$ cat config.mk
export PLATFORM = sky130hd
export DESIGN_NAME = mbse_exec
export DESIGN_NICKNAME = d
export VERILOG_FILES = /design/src/rtl/mbse_pkg.sv /design/src/rtl/mbse_mult.sv /design/src/rtl/mbse_cond.sv /design/src/rtl/mbse_exec.sv
export VERILOG_INCLUDE_DIRS = /design/src /design/src/rtl
export SDC_FILE = /design/constraint.sdc
export NUM_CORES = 1
export LEC_CHECK = 0
export ABC_AREA = 1
export BUFFER_PORTS_ARGS = -buffer_cell sky130_fd_sc_hd__buf_4
export CAP_MARGIN = 10
export CELL_PAD_IN_SITES_DETAIL_PLACEMENT = 2
export CELL_PAD_IN_SITES_GLOBAL_PLACEMENT = 2
export CORE_MARGIN = 10
export CORE_UTILIZATION = 35
export CTS_CLUSTER_DIAMETER = 50
export DETAILED_ROUTE_END_ITERATION = 16
export PLACE_DENSITY_LB_ADDON = 0.1
export SLEW_MARGIN = 20
export SYNTH_ARGS = -nofsm -noshare
export SYNTH_HDL_FRONTEND = slang
export SYNTH_SLANG_ARGS = --single-unit
$ cat constraint.sdc
create_clock -name clk -period 5.9 [get_ports clk]
set_input_delay 0.885 -clock clk [delete_from_list [all_inputs] [get_ports clk]]
set_output_delay 0.885 -clock clk [all_outputs]
set_load 0.02 [all_outputs]
$ cat src/rtl/mbse_consts.svh
// Register offsets, field positions, reset values and cycle counts.
`ifndef MBSE_CONSTS_SVH
`define MBSE_CONSTS_SVH

`define MBSE_OFF_CTRL      6'h00
`define MBSE_OFF_OPCODE    6'h04
`define MBSE_OFF_OPERAND   6'h08
`define MBSE_OFF_POINTER   6'h0C
`define MBSE_OFF_OFFSET    6'h10
`define MBSE_OFF_PC        6'h14
`define MBSE_OFF_STATUS    6'h18
`define MBSE_OFF_PRODUCT   6'h1C
`define MBSE_OFF_CYCLES    6'h20

`define MBSE_CTRL_START    0
`define MBSE_CTRL_BUSY     0
`define MBSE_CTRL_ILLEGAL  1
`define MBSE_OPC_CODE_LSB  0
`define MBSE_OPC_BIT_LSB   8
`define MBSE_OPC_TWO_WORD  16
`define MBSE_OPR_RR_LSB    8

`define MBSE_SR_C 0
`define MBSE_SR_Z 1
`define MBSE_SR_N 2
`define MBSE_SR_V 3
`define MBSE_SR_S 4
`define MBSE_SR_H 5
`define MBSE_SR_T 6
`define MBSE_SR_I 7

`define MBSE_PC_RST    16'h0000
`define MBSE_STATUS_REGISTER_RST  8'h00

`define MBSE_CYC_TST       3'h1
`define MBSE_CYC_CPI       3'h1
`define MBSE_CYC_MUL       3'h2
`define MBSE_CYC_INDIRECT_JUMP      3'h2
`define MBSE_CYC_RELATIVE_CALL     3'h4
`define MBSE_CYC_INDIRECT_CALL     3'h4
`define MBSE_CYC_CALL      3'h5
`define MBSE_CYC_NO_SKIP   3'h1
`define MBSE_CYC_SKIP_ONE  3'h2
`define MBSE_CYC_SKIP_TWO  3'h3
`define MBSE_CYC_BR_NOT    3'h1
`define MBSE_CYC_BR_TAKEN  3'h2

`endif

$ cat src/rtl/mbse_pkg.sv
// Types shared by the execution unit and its helpers.
package mbse_pkg;

  typedef enum logic [4:0] {
    MBSE_OP_TST    = 5'h00, MBSE_OP_MUL    = 5'h01, MBSE_OP_MULT_SIGNED   = 5'h02,
    MBSE_OP_MULT_SIGNED_BY_UNSIGNED  = 5'h03, MBSE_OP_FRAC_MULT_UNSIGNED   = 5'h04, MBSE_OP_FRAC_MULT_SIGNED  = 5'h05,
    MBSE_OP_FRAC_MULT_SIGNED_BY_UNSIGNED = 5'h06, MBSE_OP_INDIRECT_JUMP   = 5'h07, MBSE_OP_RELATIVE_CALL  = 5'h08,
    MBSE_OP_INDIRECT_CALL  = 5'h09, MBSE_OP_CALL   = 5'h0A, MBSE_OP_COMPARE_SKIP_EQUAL   = 5'h0B,
    MBSE_OP_CPI    = 5'h0C, MBSE_OP_SRC    = 5'h0D, MBSE_OP_SRS    = 5'h0E,
    MBSE_OP_SIC    = 5'h0F, MBSE_OP_SIS    = 5'h10, MBSE_OP_BRANCH_STATUS_SET   = 5'h11,
    MBSE_OP_BRANCH_STATUS_CLEAR   = 5'h12, MBSE_OP_BRANCH_SIGNED_GE   = 5'h13, MBSE_OP_BRANCH_SIGNED_LT   = 5'h14,
    MBSE_OP_BRANCH_SAME_HIGHER   = 5'h15, MBSE_OP_BRANCH_LOWER   = 5'h16, MBSE_OP_BRANCH_HALFCARRY_SET   = 5'h17,
    MBSE_OP_BRANCH_HALFCARRY_CLEAR   = 5'h18, MBSE_OP_BRANCH_TRANSFER_SET   = 5'h19, MBSE_OP_BRTC   = 5'h1A
  } mbse_op_e;

  typedef enum logic [1:0] {
    MBSE_MM_UU = 2'b00,
    MBSE_MM_SS = 2'b01,
    MBSE_MM_SU = 2'b10
  } mbse_mmode_e;

  typedef enum logic [0:0] {
    MBSE_IDLE = 1'b0,
    MBSE_EXEC = 1'b1
  } mbse_fsm_e;

  typedef struct packed {
    mbse_fsm_e   state;
    logic [2:0]  left;
    logic [2:0]  cycles;
    logic        illegal;
    mbse_op_e    op;
    logic [2:0]  bsel;
    logic        two_word;
    logic [7:0]  rd;
    logic [7:0]  rr;
    logic [15:0] zptr;
    logic [15:0] koff;
    logic [15:0] pc;
    logic [7:0]  status_register;
    logic [15:0] prod;
    logic        rd_pend;
    logic [31:0] rdata;
  } mbse_state_s;

endpackage : mbse_pkg

$ cat src/rtl/mbse_mult.sv
// Two-operand 8x8 multiplier with signed, mixed and fractional forms.
`timescale 1ns/10ps
module mbse_mult
  import mbse_pkg::*;
(
  input  wire logic [7:0]  a,
  input  wire logic [7:0]  b,
  input  wire mbse_mmode_e mode,
  input  wire logic        frac,
  output logic      [15:0] product,
  output logic             zero,
  output logic             carry
);

  logic signed [8:0]  a_ext;
  logic signed [8:0]  b_ext;
  logic signed [17:0] full;
  logic        [15:0] raw;

  always_comb begin
    a_ext   = {(mode != MBSE_MM_UU) & a[7], a};
    b_ext   = {(mode == MBSE_MM_SS) & b[7], b};
    full    = a_ext * b_ext;
    raw     = full[15:0];
    // Carry is the top bit of the product before the fractional shift.
    carry   = raw[15];
    product = frac ? {raw[14:0], 1'b0} : raw;
    zero    = (product == 16'h0000);
  end

endmodule : mbse_mult

$ cat src/rtl/mbse_cond.sv
// Skip and branch condition evaluation plus test and compare flags.
`timescale 1ns/10ps
`include "mbse_consts.svh"
module mbse_cond
  import mbse_pkg::*;
(
  input  wire mbse_op_e   op,
  input  wire logic [2:0] bsel,
  input  wire logic [7:0] rd,
  input  wire logic [7:0] rr,
  input  wire logic [7:0] status_register,
  output logic            hit,
  output logic      [7:0] status_register_tst,
  output logic      [7:0] status_register_cpi
);

  function automatic logic bit_at(input logic [7:0] v, input logic [2:0] b);
    bit_at = v[b];
  endfunction : bit_at

  logic [7:0] diff;
  logic       n_x_v;

  always_comb begin
    n_x_v = status_register[`MBSE_SR_N] ^ status_register[`MBSE_SR_V];
    case (op)
      MBSE_OP_COMPARE_SKIP_EQUAL: hit = (rd == rr);
      MBSE_OP_SRC:  hit = !bit_at(rd, bsel);
      MBSE_OP_SRS:  hit = bit_at(rd, bsel);
      MBSE_OP_SIC:  hit = !bit_at(rr, bsel);
      MBSE_OP_SIS:  hit = bit_at(rr, bsel);
      MBSE_OP_BRANCH_STATUS_SET: hit = bit_at(status_register, bsel);
      MBSE_OP_BRANCH_STATUS_CLEAR: hit = !bit_at(status_register, bsel);
      MBSE_OP_BRANCH_SIGNED_GE: hit = !n_x_v;
      MBSE_OP_BRANCH_SIGNED_LT: hit = n_x_v;
      MBSE_OP_BRANCH_SAME_HIGHER: hit = !status_register[`MBSE_SR_C];
      MBSE_OP_BRANCH_LOWER: hit = status_register[`MBSE_SR_C];
      MBSE_OP_BRANCH_HALFCARRY_SET: hit = status_register[`MBSE_SR_H];
      MBSE_OP_BRANCH_HALFCARRY_CLEAR: hit = !status_register[`MBSE_SR_H];
      MBSE_OP_BRANCH_TRANSFER_SET: hit = status_register[`MBSE_SR_T];
      MBSE_OP_BRTC: hit = !status_register[`MBSE_SR_T];
      default:      hit = 1'b0;
    endcase
    status_register_tst                = status_register;
    status_register_tst[`MBSE_SR_Z]    = (rd == 8'h00);
    status_register_tst[`MBSE_SR_N]    = rd[7];
    status_register_tst[`MBSE_SR_V]    = 1'b0;
    diff                    = rd - rr;
    status_register_cpi                = status_register;
    status_register_cpi[`MBSE_SR_Z]    = (diff == 8'h00);
    status_register_cpi[`MBSE_SR_N]    = diff[7];
    status_register_cpi[`MBSE_SR_V]    = (rd[7] & ~rr[7] & ~diff[7])
                            | (~rd[7] & rr[7] & diff[7]);
    status_register_cpi[`MBSE_SR_C]    = (~rd[7] & rr[7]) | (rr[7] & diff[7])
                            | (diff[7] & ~rd[7]);
    status_register_cpi[`MBSE_SR_H]    = (~rd[3] & rr[3]) | (rr[3] & diff[3])
                            | (diff[3] & ~rd[3]);
  end

endmodule : mbse_cond

$ cat src/rtl/mbse_exec.sv
// Execution unit for test, multiply, call, skip and branch instructions.
//
// How it works
// - Test ANDs a register with itself, sets Z N V only, one cycle.
// - Plain multiplies write 16-bit product pair, update Z C, two cycles.
// - Fractional multiplies shift product left one, update Z C, two cycles.
// - Indirect jump loads PC from pointer pair, flags kept, two cycles.
// - Relative call sets PC to PC plus offset plus one, four cycles.
// - Indirect call loads PC from pointer pair, four cycles, flags kept.
// - Direct call loads PC with absolute address, five cycles.
// - Compare-skip-equal skips next instruction when registers match.
// - Compare immediate subtracts constant, sets Z N V C H, one cycle.
// - Register bit skips test a register bit clear or set.
// - I/O bit skips test an I/O register bit set or clear.
// - Status branches jump by offset plus one on status bit state.
// - Signed branches use N xor V: zero for ge, one for lt.
// - Same-or-higher branches on carry clear, lower on carry set.
// - Half-carry branches jump on H set or clear respectively.
// - Transfer-bit branches jump on T set or clear respectively.
//
// The register addresses and the Avalon-MM interface to the registers were chosen for this implementation.
`timescale 1ns/10ps
`include "mbse_consts.svh"
module mbse_exec
  import mbse_pkg::*;
#(
  parameter int ADDR_W = 6
)
(
  input  wire logic              clk,
  input  wire logic              reset,
  input  wire logic [ADDR_W-1:0] avs_address,
  input  wire logic              avs_read,
  input  wire logic              avs_write,
  input  wire logic [31:0]       avs_writedata,
  input  wire logic [3:0]        avs_byteenable,
  output logic      [31:0]       avs_readdata,
  output logic                   avs_waitrequest
);

  generate
    if (ADDR_W < 6) begin : g_bad_addr
      $error("mbse_exec: ADDR_W must be at least 6");
    end
  endgenerate

  localparam mbse_state_s RESET_S = '{state: MBSE_IDLE, op: MBSE_OP_TST,
                                      pc: `MBSE_PC_RST,
                                      status_register: `MBSE_STATUS_REGISTER_RST, default: '0};

  function automatic logic [31:0] be_merge(input logic [31:0] old_w,
                                           input logic [31:0] new_w,
                                           input logic [3:0]  be);
    logic [31:0] res;
    res = old_w;
    for (int i = 0; i < 4; i++) begin
      if (be[i]) begin
        res[8*i +: 8] = new_w[8*i +: 8];
      end
    end
    be_merge = res;
  endfunction : be_merge

  mbse_state_s s_reg;
  mbse_state_s s_next;

  logic        busy;
  logic        go;
  logic        commit;
  logic        wr_ok;
  logic [5:0]  addr;
  logic [31:0] cur_word;
  logic [31:0] merged;
  logic [15:0] pc_inc;
  logic [15:0] pc_rel;
  logic [15:0] exe_pc;
  logic [7:0]  exe_status_register;
  logic [2:0]  exe_cyc;
  logic        exe_wprod;
  logic        exe_illegal;
  mbse_mmode_e mmode;
  logic        mfrac;
  logic [15:0] m_prod;
  logic        m_zero;
  logic        m_carry;
  logic        c_hit;
  logic [7:0]  c_status_register_tst;
  logic [7:0]  c_status_register_cpi;

  mbse_mult u_mult (
    .a       (s_reg.rd),
    .b       (s_reg.rr),
    .mode    (mmode),
    .frac    (mfrac),
    .product (m_prod),
    .zero    (m_zero),
    .carry   (m_carry)
  );

  mbse_cond u_cond (
    .op       (s_reg.op),
    .bsel     (s_reg.bsel),
    .rd       (s_reg.rd),
    .rr       (s_reg.rr),
    .status_register     (s_reg.status_register),
    .hit      (c_hit),
    .status_register_tst (c_status_register_tst),
    .status_register_cpi (c_status_register_cpi)
  );

  // Bus handshake: reads wait one cycle for registered data, writes stall
  // while an instruction runs so its operands cannot change under it.
  always_comb begin
    busy            = (s_reg.state == MBSE_EXEC);
    addr            = avs_address[5:0];
    avs_waitrequest = (avs_read & ~s_reg.rd_pend) | (avs_write & busy);
    avs_readdata    = s_reg.rdata;
    wr_ok           = avs_write & ~busy;
    go              = wr_ok & (addr == `MBSE_OFF_CTRL)
                    & avs_byteenable[0] & avs_writedata[`MBSE_CTRL_START];
    commit          = busy & (s_reg.left == 3'h0);
  end

  // Readback word for the addressed register, also the base of merges.
  always_comb begin
    cur_word = 32'h0000_0000;
    case (addr)
      `MBSE_OFF_CTRL: begin
        cur_word[`MBSE_CTRL_BUSY]    = busy;
        cur_word[`MBSE_CTRL_ILLEGAL] = s_reg.illegal;
      end
      `MBSE_OFF_OPCODE: begin
        cur_word[`MBSE_OPC_CODE_LSB +: 5] = s_reg.op;
        cur_word[`MBSE_OPC_BIT_LSB +: 3]  = s_reg.bsel;
        cur_word[`MBSE_OPC_TWO_WORD]      = s_reg.two_word;
      end
      `MBSE_OFF_OPERAND: cur_word[15:0] = {s_reg.rr, s_reg.rd};
      `MBSE_OFF_POINTER: cur_word[15:0] = s_reg.zptr;
      `MBSE_OFF_OFFSET:  cur_word[15:0] = s_reg.koff;
      `MBSE_OFF_PC:      cur_word[15:0] = s_reg.pc;
      `MBSE_OFF_STATUS:  cur_word[7:0]  = s_reg.status_register;
      `MBSE_OFF_PRODUCT: cur_word[15:0] = s_reg.prod;
      `MBSE_OFF_CYCLES:  cur_word[2:0]  = s_reg.cycles;
      default:           cur_word = 32'h0000_0000;
    endcase
    merged = be_merge(cur_word, avs_writedata, avs_byteenable);
  end

  // Outcome of the loaded instruction: next PC, flags and cycle count.
  always_comb begin
    pc_inc      = s_reg.pc + 16'h0001;
    pc_rel      = s_reg.pc + s_reg.koff + 16'h0001;
    exe_pc      = pc_inc;
    exe_status_register    = s_reg.status_register;
    exe_cyc     = `MBSE_CYC_TST;
    exe_wprod   = 1'b0;
    exe_illegal = 1'b0;
    mfrac       = (s_reg.op == MBSE_OP_FRAC_MULT_UNSIGNED) | (s_reg.op == MBSE_OP_FRAC_MULT_SIGNED)
                | (s_reg.op == MBSE_OP_FRAC_MULT_SIGNED_BY_UNSIGNED);
    if ((s_reg.op == MBSE_OP_MULT_SIGNED) | (s_reg.op == MBSE_OP_FRAC_MULT_SIGNED)) begin
      mmode = MBSE_MM_SS;
    end else if ((s_reg.op == MBSE_OP_MULT_SIGNED_BY_UNSIGNED)
                 | (s_reg.op == MBSE_OP_FRAC_MULT_SIGNED_BY_UNSIGNED)) begin
      mmode = MBSE_MM_SU;
    end else begin
      mmode = MBSE_MM_UU;
    end
    case (s_reg.op)
      MBSE_OP_TST: begin
        exe_status_register = c_status_register_tst;
        exe_cyc  = `MBSE_CYC_TST;
      end
      MBSE_OP_MUL, MBSE_OP_MULT_SIGNED, MBSE_OP_MULT_SIGNED_BY_UNSIGNED,
      MBSE_OP_FRAC_MULT_UNSIGNED, MBSE_OP_FRAC_MULT_SIGNED, MBSE_OP_FRAC_MULT_SIGNED_BY_UNSIGNED: begin
        exe_wprod           = 1'b1;
        exe_status_register[`MBSE_SR_Z] = m_zero;
        exe_status_register[`MBSE_SR_C] = m_carry;
        exe_cyc             = `MBSE_CYC_MUL;
      end
      MBSE_OP_INDIRECT_JUMP: begin
        exe_pc  = s_reg.zptr;
        exe_cyc = `MBSE_CYC_INDIRECT_JUMP;
      end
      MBSE_OP_RELATIVE_CALL: begin
        exe_pc  = pc_rel;
        exe_cyc = `MBSE_CYC_RELATIVE_CALL;
      end
      MBSE_OP_INDIRECT_CALL: begin
        exe_pc  = s_reg.zptr;
        exe_cyc = `MBSE_CYC_INDIRECT_CALL;
      end
      MBSE_OP_CALL: begin
        exe_pc  = s_reg.koff;
        exe_cyc = `MBSE_CYC_CALL;
      end
      MBSE_OP_COMPARE_SKIP_EQUAL, MBSE_OP_SRC, MBSE_OP_SRS, MBSE_OP_SIC,
      MBSE_OP_SIS: begin
        if (!c_hit) begin
          exe_cyc = `MBSE_CYC_NO_SKIP;
        end else if (s_reg.two_word) begin
          exe_pc  = s_reg.pc + 16'h0003;
          exe_cyc = `MBSE_CYC_SKIP_TWO;
        end else begin
          exe_pc  = s_reg.pc + 16'h0002;
          exe_cyc = `MBSE_CYC_SKIP_ONE;
        end
      end
      MBSE_OP_CPI: begin
        exe_status_register = c_status_register_cpi;
        exe_cyc  = `MBSE_CYC_CPI;
      end
      MBSE_OP_BRANCH_STATUS_SET, MBSE_OP_BRANCH_STATUS_CLEAR, MBSE_OP_BRANCH_SIGNED_GE, MBSE_OP_BRANCH_SIGNED_LT,
      MBSE_OP_BRANCH_SAME_HIGHER, MBSE_OP_BRANCH_LOWER, MBSE_OP_BRANCH_HALFCARRY_SET, MBSE_OP_BRANCH_HALFCARRY_CLEAR,
      MBSE_OP_BRANCH_TRANSFER_SET, MBSE_OP_BRTC: begin
        if (c_hit) begin
          exe_pc  = pc_rel;
          exe_cyc = `MBSE_CYC_BR_TAKEN;
        end else begin
          exe_cyc = `MBSE_CYC_BR_NOT;
        end
      end
      default: begin
        exe_illegal = 1'b1;
      end
    endcase
  end

  always_comb begin
    s_next = s_reg;
    if (avs_read & ~s_reg.rd_pend) begin
      s_next.rdata   = cur_word;
      s_next.rd_pend = 1'b1;
    end else begin
      s_next.rd_pend = 1'b0;
    end
    if (wr_ok) begin
      case (addr)
        `MBSE_OFF_OPCODE: begin
          s_next.op       = mbse_op_e'(merged[`MBSE_OPC_CODE_LSB +: 5]);
          s_next.bsel     = merged[`MBSE_OPC_BIT_LSB +: 3];
          s_next.two_word = merged[`MBSE_OPC_TWO_WORD];
        end
        `MBSE_OFF_OPERAND: {s_next.rr, s_next.rd} = merged[15:0];
        `MBSE_OFF_POINTER: s_next.zptr = merged[15:0];
        `MBSE_OFF_OFFSET:  s_next.koff = merged[15:0];
        `MBSE_OFF_PC:      s_next.pc   = merged[15:0];
        `MBSE_OFF_STATUS:  s_next.status_register = merged[7:0];
        default: begin
        end
      endcase
    end
    case (s_reg.state)
      MBSE_IDLE: begin
        if (go) begin
          s_next.state   = MBSE_EXEC;
          s_next.left    = 3'(exe_cyc - 3'h1);
          s_next.cycles  = exe_cyc;
          s_next.illegal = exe_illegal;
        end
      end
      MBSE_EXEC: begin
        if (commit) begin
          s_next.state = MBSE_IDLE;
          s_next.pc    = exe_pc;
          s_next.status_register  = exe_status_register;
          if (exe_wprod) begin
            s_next.prod = m_prod;
          end
        end else begin
          s_next.left = 3'(s_reg.left - 3'h1);
        end
      end
      default: s_next.state = MBSE_IDLE;
    endcase
  end

  always_ff @(posedge clk or posedge reset) begin
    if (reset) begin
      s_reg <= RESET_S;
    end else begin
      s_reg <= s_next;
    end
  end

  logic [7:0] sr;
  assign sr = s_reg.status_register;
endmodule : mbse_exec

==> summary.txt <==
STA
  – Slew @ Worst Pin: about 1.3 ns
  – FMAX: 0.179 GHz
  – Final min period: 5.59 ns
  – Worst hold-check slack: approximately 0.5 ns
  – Clk_skew: 0.0115 ns
  – Final critical-path share of the clock period: 94.7%
  – # setup viols final: 0
  – Final Max Tran Viols: 0
  – Fin. Hold Viols: 0
  – Worst slew margin: 15.9%

Final layout
  – Layout area overhead: 14.3%
  – Final Cell Area: around 14000 um2
  – Most frequent cells in the layout: 542 x nand2_1, 294 x inv_1, 153 x o21ai_0, 128 x nor2_1, 128 x buf_4
  – Nets: 2140
  – Fill cell total of the finished layout: 4396
  – Fraction of layout cells with a size suffix above 1: 11.3%
  – Antenna Cells: 0
  – Commonest non-fill, non-tap cell in the layout: nand2_1
  – Multi-input gate area: between 8000 and 9000 um2
  – Reg area: just over 3000 um2
  – Max reg flops: 97

Synth
  – Number of flops mapped to enable cells by yosys: 0
  – Mean Syn Cell Area: 6.72 um2
  – Main synth FF type: dfrtp_1
  – Yosys cell types: 50
  – Synthesis-stage register bit count: 123
  – Sequential fraction of the synthesis area: roughly a quarter
  – Asr flop ratio synth: 100%
  – Yosys warnings: 0
  – Cell count after synthesis: 1886
  – Syn Std Cell Area: 12700 um2

Worst setup path
  – CP endpoint: sr[1]
  – R2R Path End: sr[1]
  – Arr. time, crit path: 5.98 ns
  – Worst EP required: 6.29 ns
  – R2R cell count: 30
  – Worst Path Max Fanout: 4
  – Worst-path cell with the longest stage delay: fa_1
  – Crit Reg-Reg Startpoint: s_reg[125]
  – Register-to-register setup slack: 0.31 ns
  – Critical path endpoint category: flop
  – Critical Path Source Type: flop
  – Most Frequent Cell on Critical Path: nand2_1
  – CP Class: flop to flop
  – Slowest stage delay, CP: approximately 0.54 ns
  – Launch point of the critical path: s_reg[125]

Power and ir drop
  – Max IR drop VDD: 211 uV
  – PwrDens: about 290 nW/um2
  – Leak: ~7.6 nW

Drt
  – Antenna-violating nets left: 0
  – Via count: 13200
  – Drt via density: about 5.4
  – DRT iter0 DRCs: 940
  – Wire per inst: 23.4 um
  – Drt total wl: 56.9 mm
  – TritonRoute pass-1 iters: 5
  – # DRC: 0

Global routing
  – Initial antenna violation count: 1
  – Largest net degree at the start of global routing: between 70 and 80
  – First-pass GRT wire length: 87.1 mm
  – Vias in the first global route: around 14000
  – Remaining global-route overflow: 0
  – Global-route usage over all layers: 25.8%

Clocking
  – TritonCTS clock tree: built
  – Clock latency on the worst-skew pair: about 0.45 ns
  – Hold_buf cts: 0
  – CTS Buffer Depth: 2
  – Num CTS Buffers: 17
  – Clk pin slew, worst setup/hold paths: 0.06 ns
  – H-tree depth: 4
  – Root Driver: clkbuf_16
  – Num Clock Sinks: 123

Die
  – Row count: 69
  – Num ports: approximately 80
  – Chip height: 210 um
  – Chip Width: between 200 and 250 um
  – Total core area: 35700 um2
  – Initial Util: 35.5%
  – Die ar.: 44200 um2

Placement
  – Post-DP Area: 13700 um2
  – Placer Congestion: 0.918
  – DP Wirelength: 45.5 mm
  – # port buffers: 47

Flow run
  – Max Cap Viol: 0

Run status
  – Status: complete, no violations

Worst hold path
  – Hold Path Class: flop to flop
-- repair_timing --
| action | 4_1_cts | 5_1_grt |
|---|---|---|
| pin swaps | 0 | 13 |
| endpoints found under the setup margin | 3 | 8 |
| resized for setup | 8 | 34 |
| cloned | 0 | 0 |
| setup buffers | 0 | 7 |
-- cell type report --
class / instances / area share, %
Multi-Input combinational cell: 1375 / 56.0
Sequential cell: 123 / 21.3
Inverter: 310 / 8.07
Timing Repair Buffer: 129 / 6.71
Tap cell: 461 / 3.98
Clock buffer: 20 / 3.08
Clock inverter: 11 / 0.847
-- power breakdown --
part | leakage, nW | total (mW) | switching (mW) | internal, mW
Combinational | 5.72 | 1.95 | 1.29 | 0.658
Sequential | 1.59 | 1.20 | 0.224 | 0.977
Clock | 0.268 | 1.08 | 0.456 | 0.628
-- routing by layer --
metal	track usage, %	vias up	wire length (um)
met3	5.53	63	3440
met4	7.99	2	1410
met5	0	-	13
met2	41.3	315	26000
li1	-	6057	-
met1	34.0	6713	26000
-- metrics by stage --
step                cells  setup TNS [ns]  power (mW)  setup slack (ns)  util (%)
finish               2429               0        4.24             0.313      40.6
global route         2429         -0.0425        4.53           -0.0425      40.6
CTS                  2422               0        4.19            0.0235      40.1
detailed placement   2391          -0.365        3.09            -0.143      38.4
global placement     2391               0        2.98            0.0824      38.4
floorplan            1900               0        2.40             0.551         -
-- worst max-delay path, delay by kind of cell, from the launching register on --
| kind | cells | cell delay [ns] |
|---|---|---|
| adders and majority gates | 6 | 2.63 |
| buffers and inverters | 6 | 0.76 |
| DFF | 1 | 0.44 |
| and+or+nand+nor | 18 | 1.65 |
-- worst min path at each step --
stage | slack (ns) | depth (start not counted) | startpoint | end
2_1_floorplan | 0.44 | 2 | s_reg[35] | s_reg[35]
3_3_place_gp | 0.46 | 2 | s_reg[35] | s_reg[35]
3_5_place_dp | 0.48 | 2 | avs_readdata[0] | avs_readdata[0]
4_1_cts | 0.49 | 2 | s_reg[98] | s_reg[98]
5_1_grt | 0.52 | 2 | s_reg[98] | s_reg[98]
6_report | 0.49 | 2 | s_reg[35] | s_reg[35]
-- logic make-up (layout without fill, tap and decap cells) --
kind of cell / Yosys count / after routing / share of synthesized area [%]
simple gates: 890 / 890 / 29.2
buf+inv: 402 / 470 / 13.3
xor+xnor: 44 / 44 / 3.04
compound gates: 288 / 288 / 12.6
flops: 123 / 123 / 24.3
fa+ha+maj: 138 / 138 / 17.5
other cells: 1 / 15 / 0.0296
-- cells in the mapped netlist, types with 14 or more instances --
cell      number  share of area [%]
a21oi_1       57                2.3
buf_2         14               0.55
buf_4         37                2.2
clkbuf_1      35                1.0
dfrtp_1      123                 24
fa_1          66                 10
ha_1          72                7.1
inv_1        299                8.9
nand2_1      548                 16
nand3_1      123                4.9
nand4_1       22                1.1
nor2_1       136                4.0
nor3_1        26                1.0
o21ai_0      157                6.2
o22ai_1       18               0.89
xnor2_1       14               0.97
xor2_1        30                2.1
No activity file was read; power rests on OpenSTA's default activity.
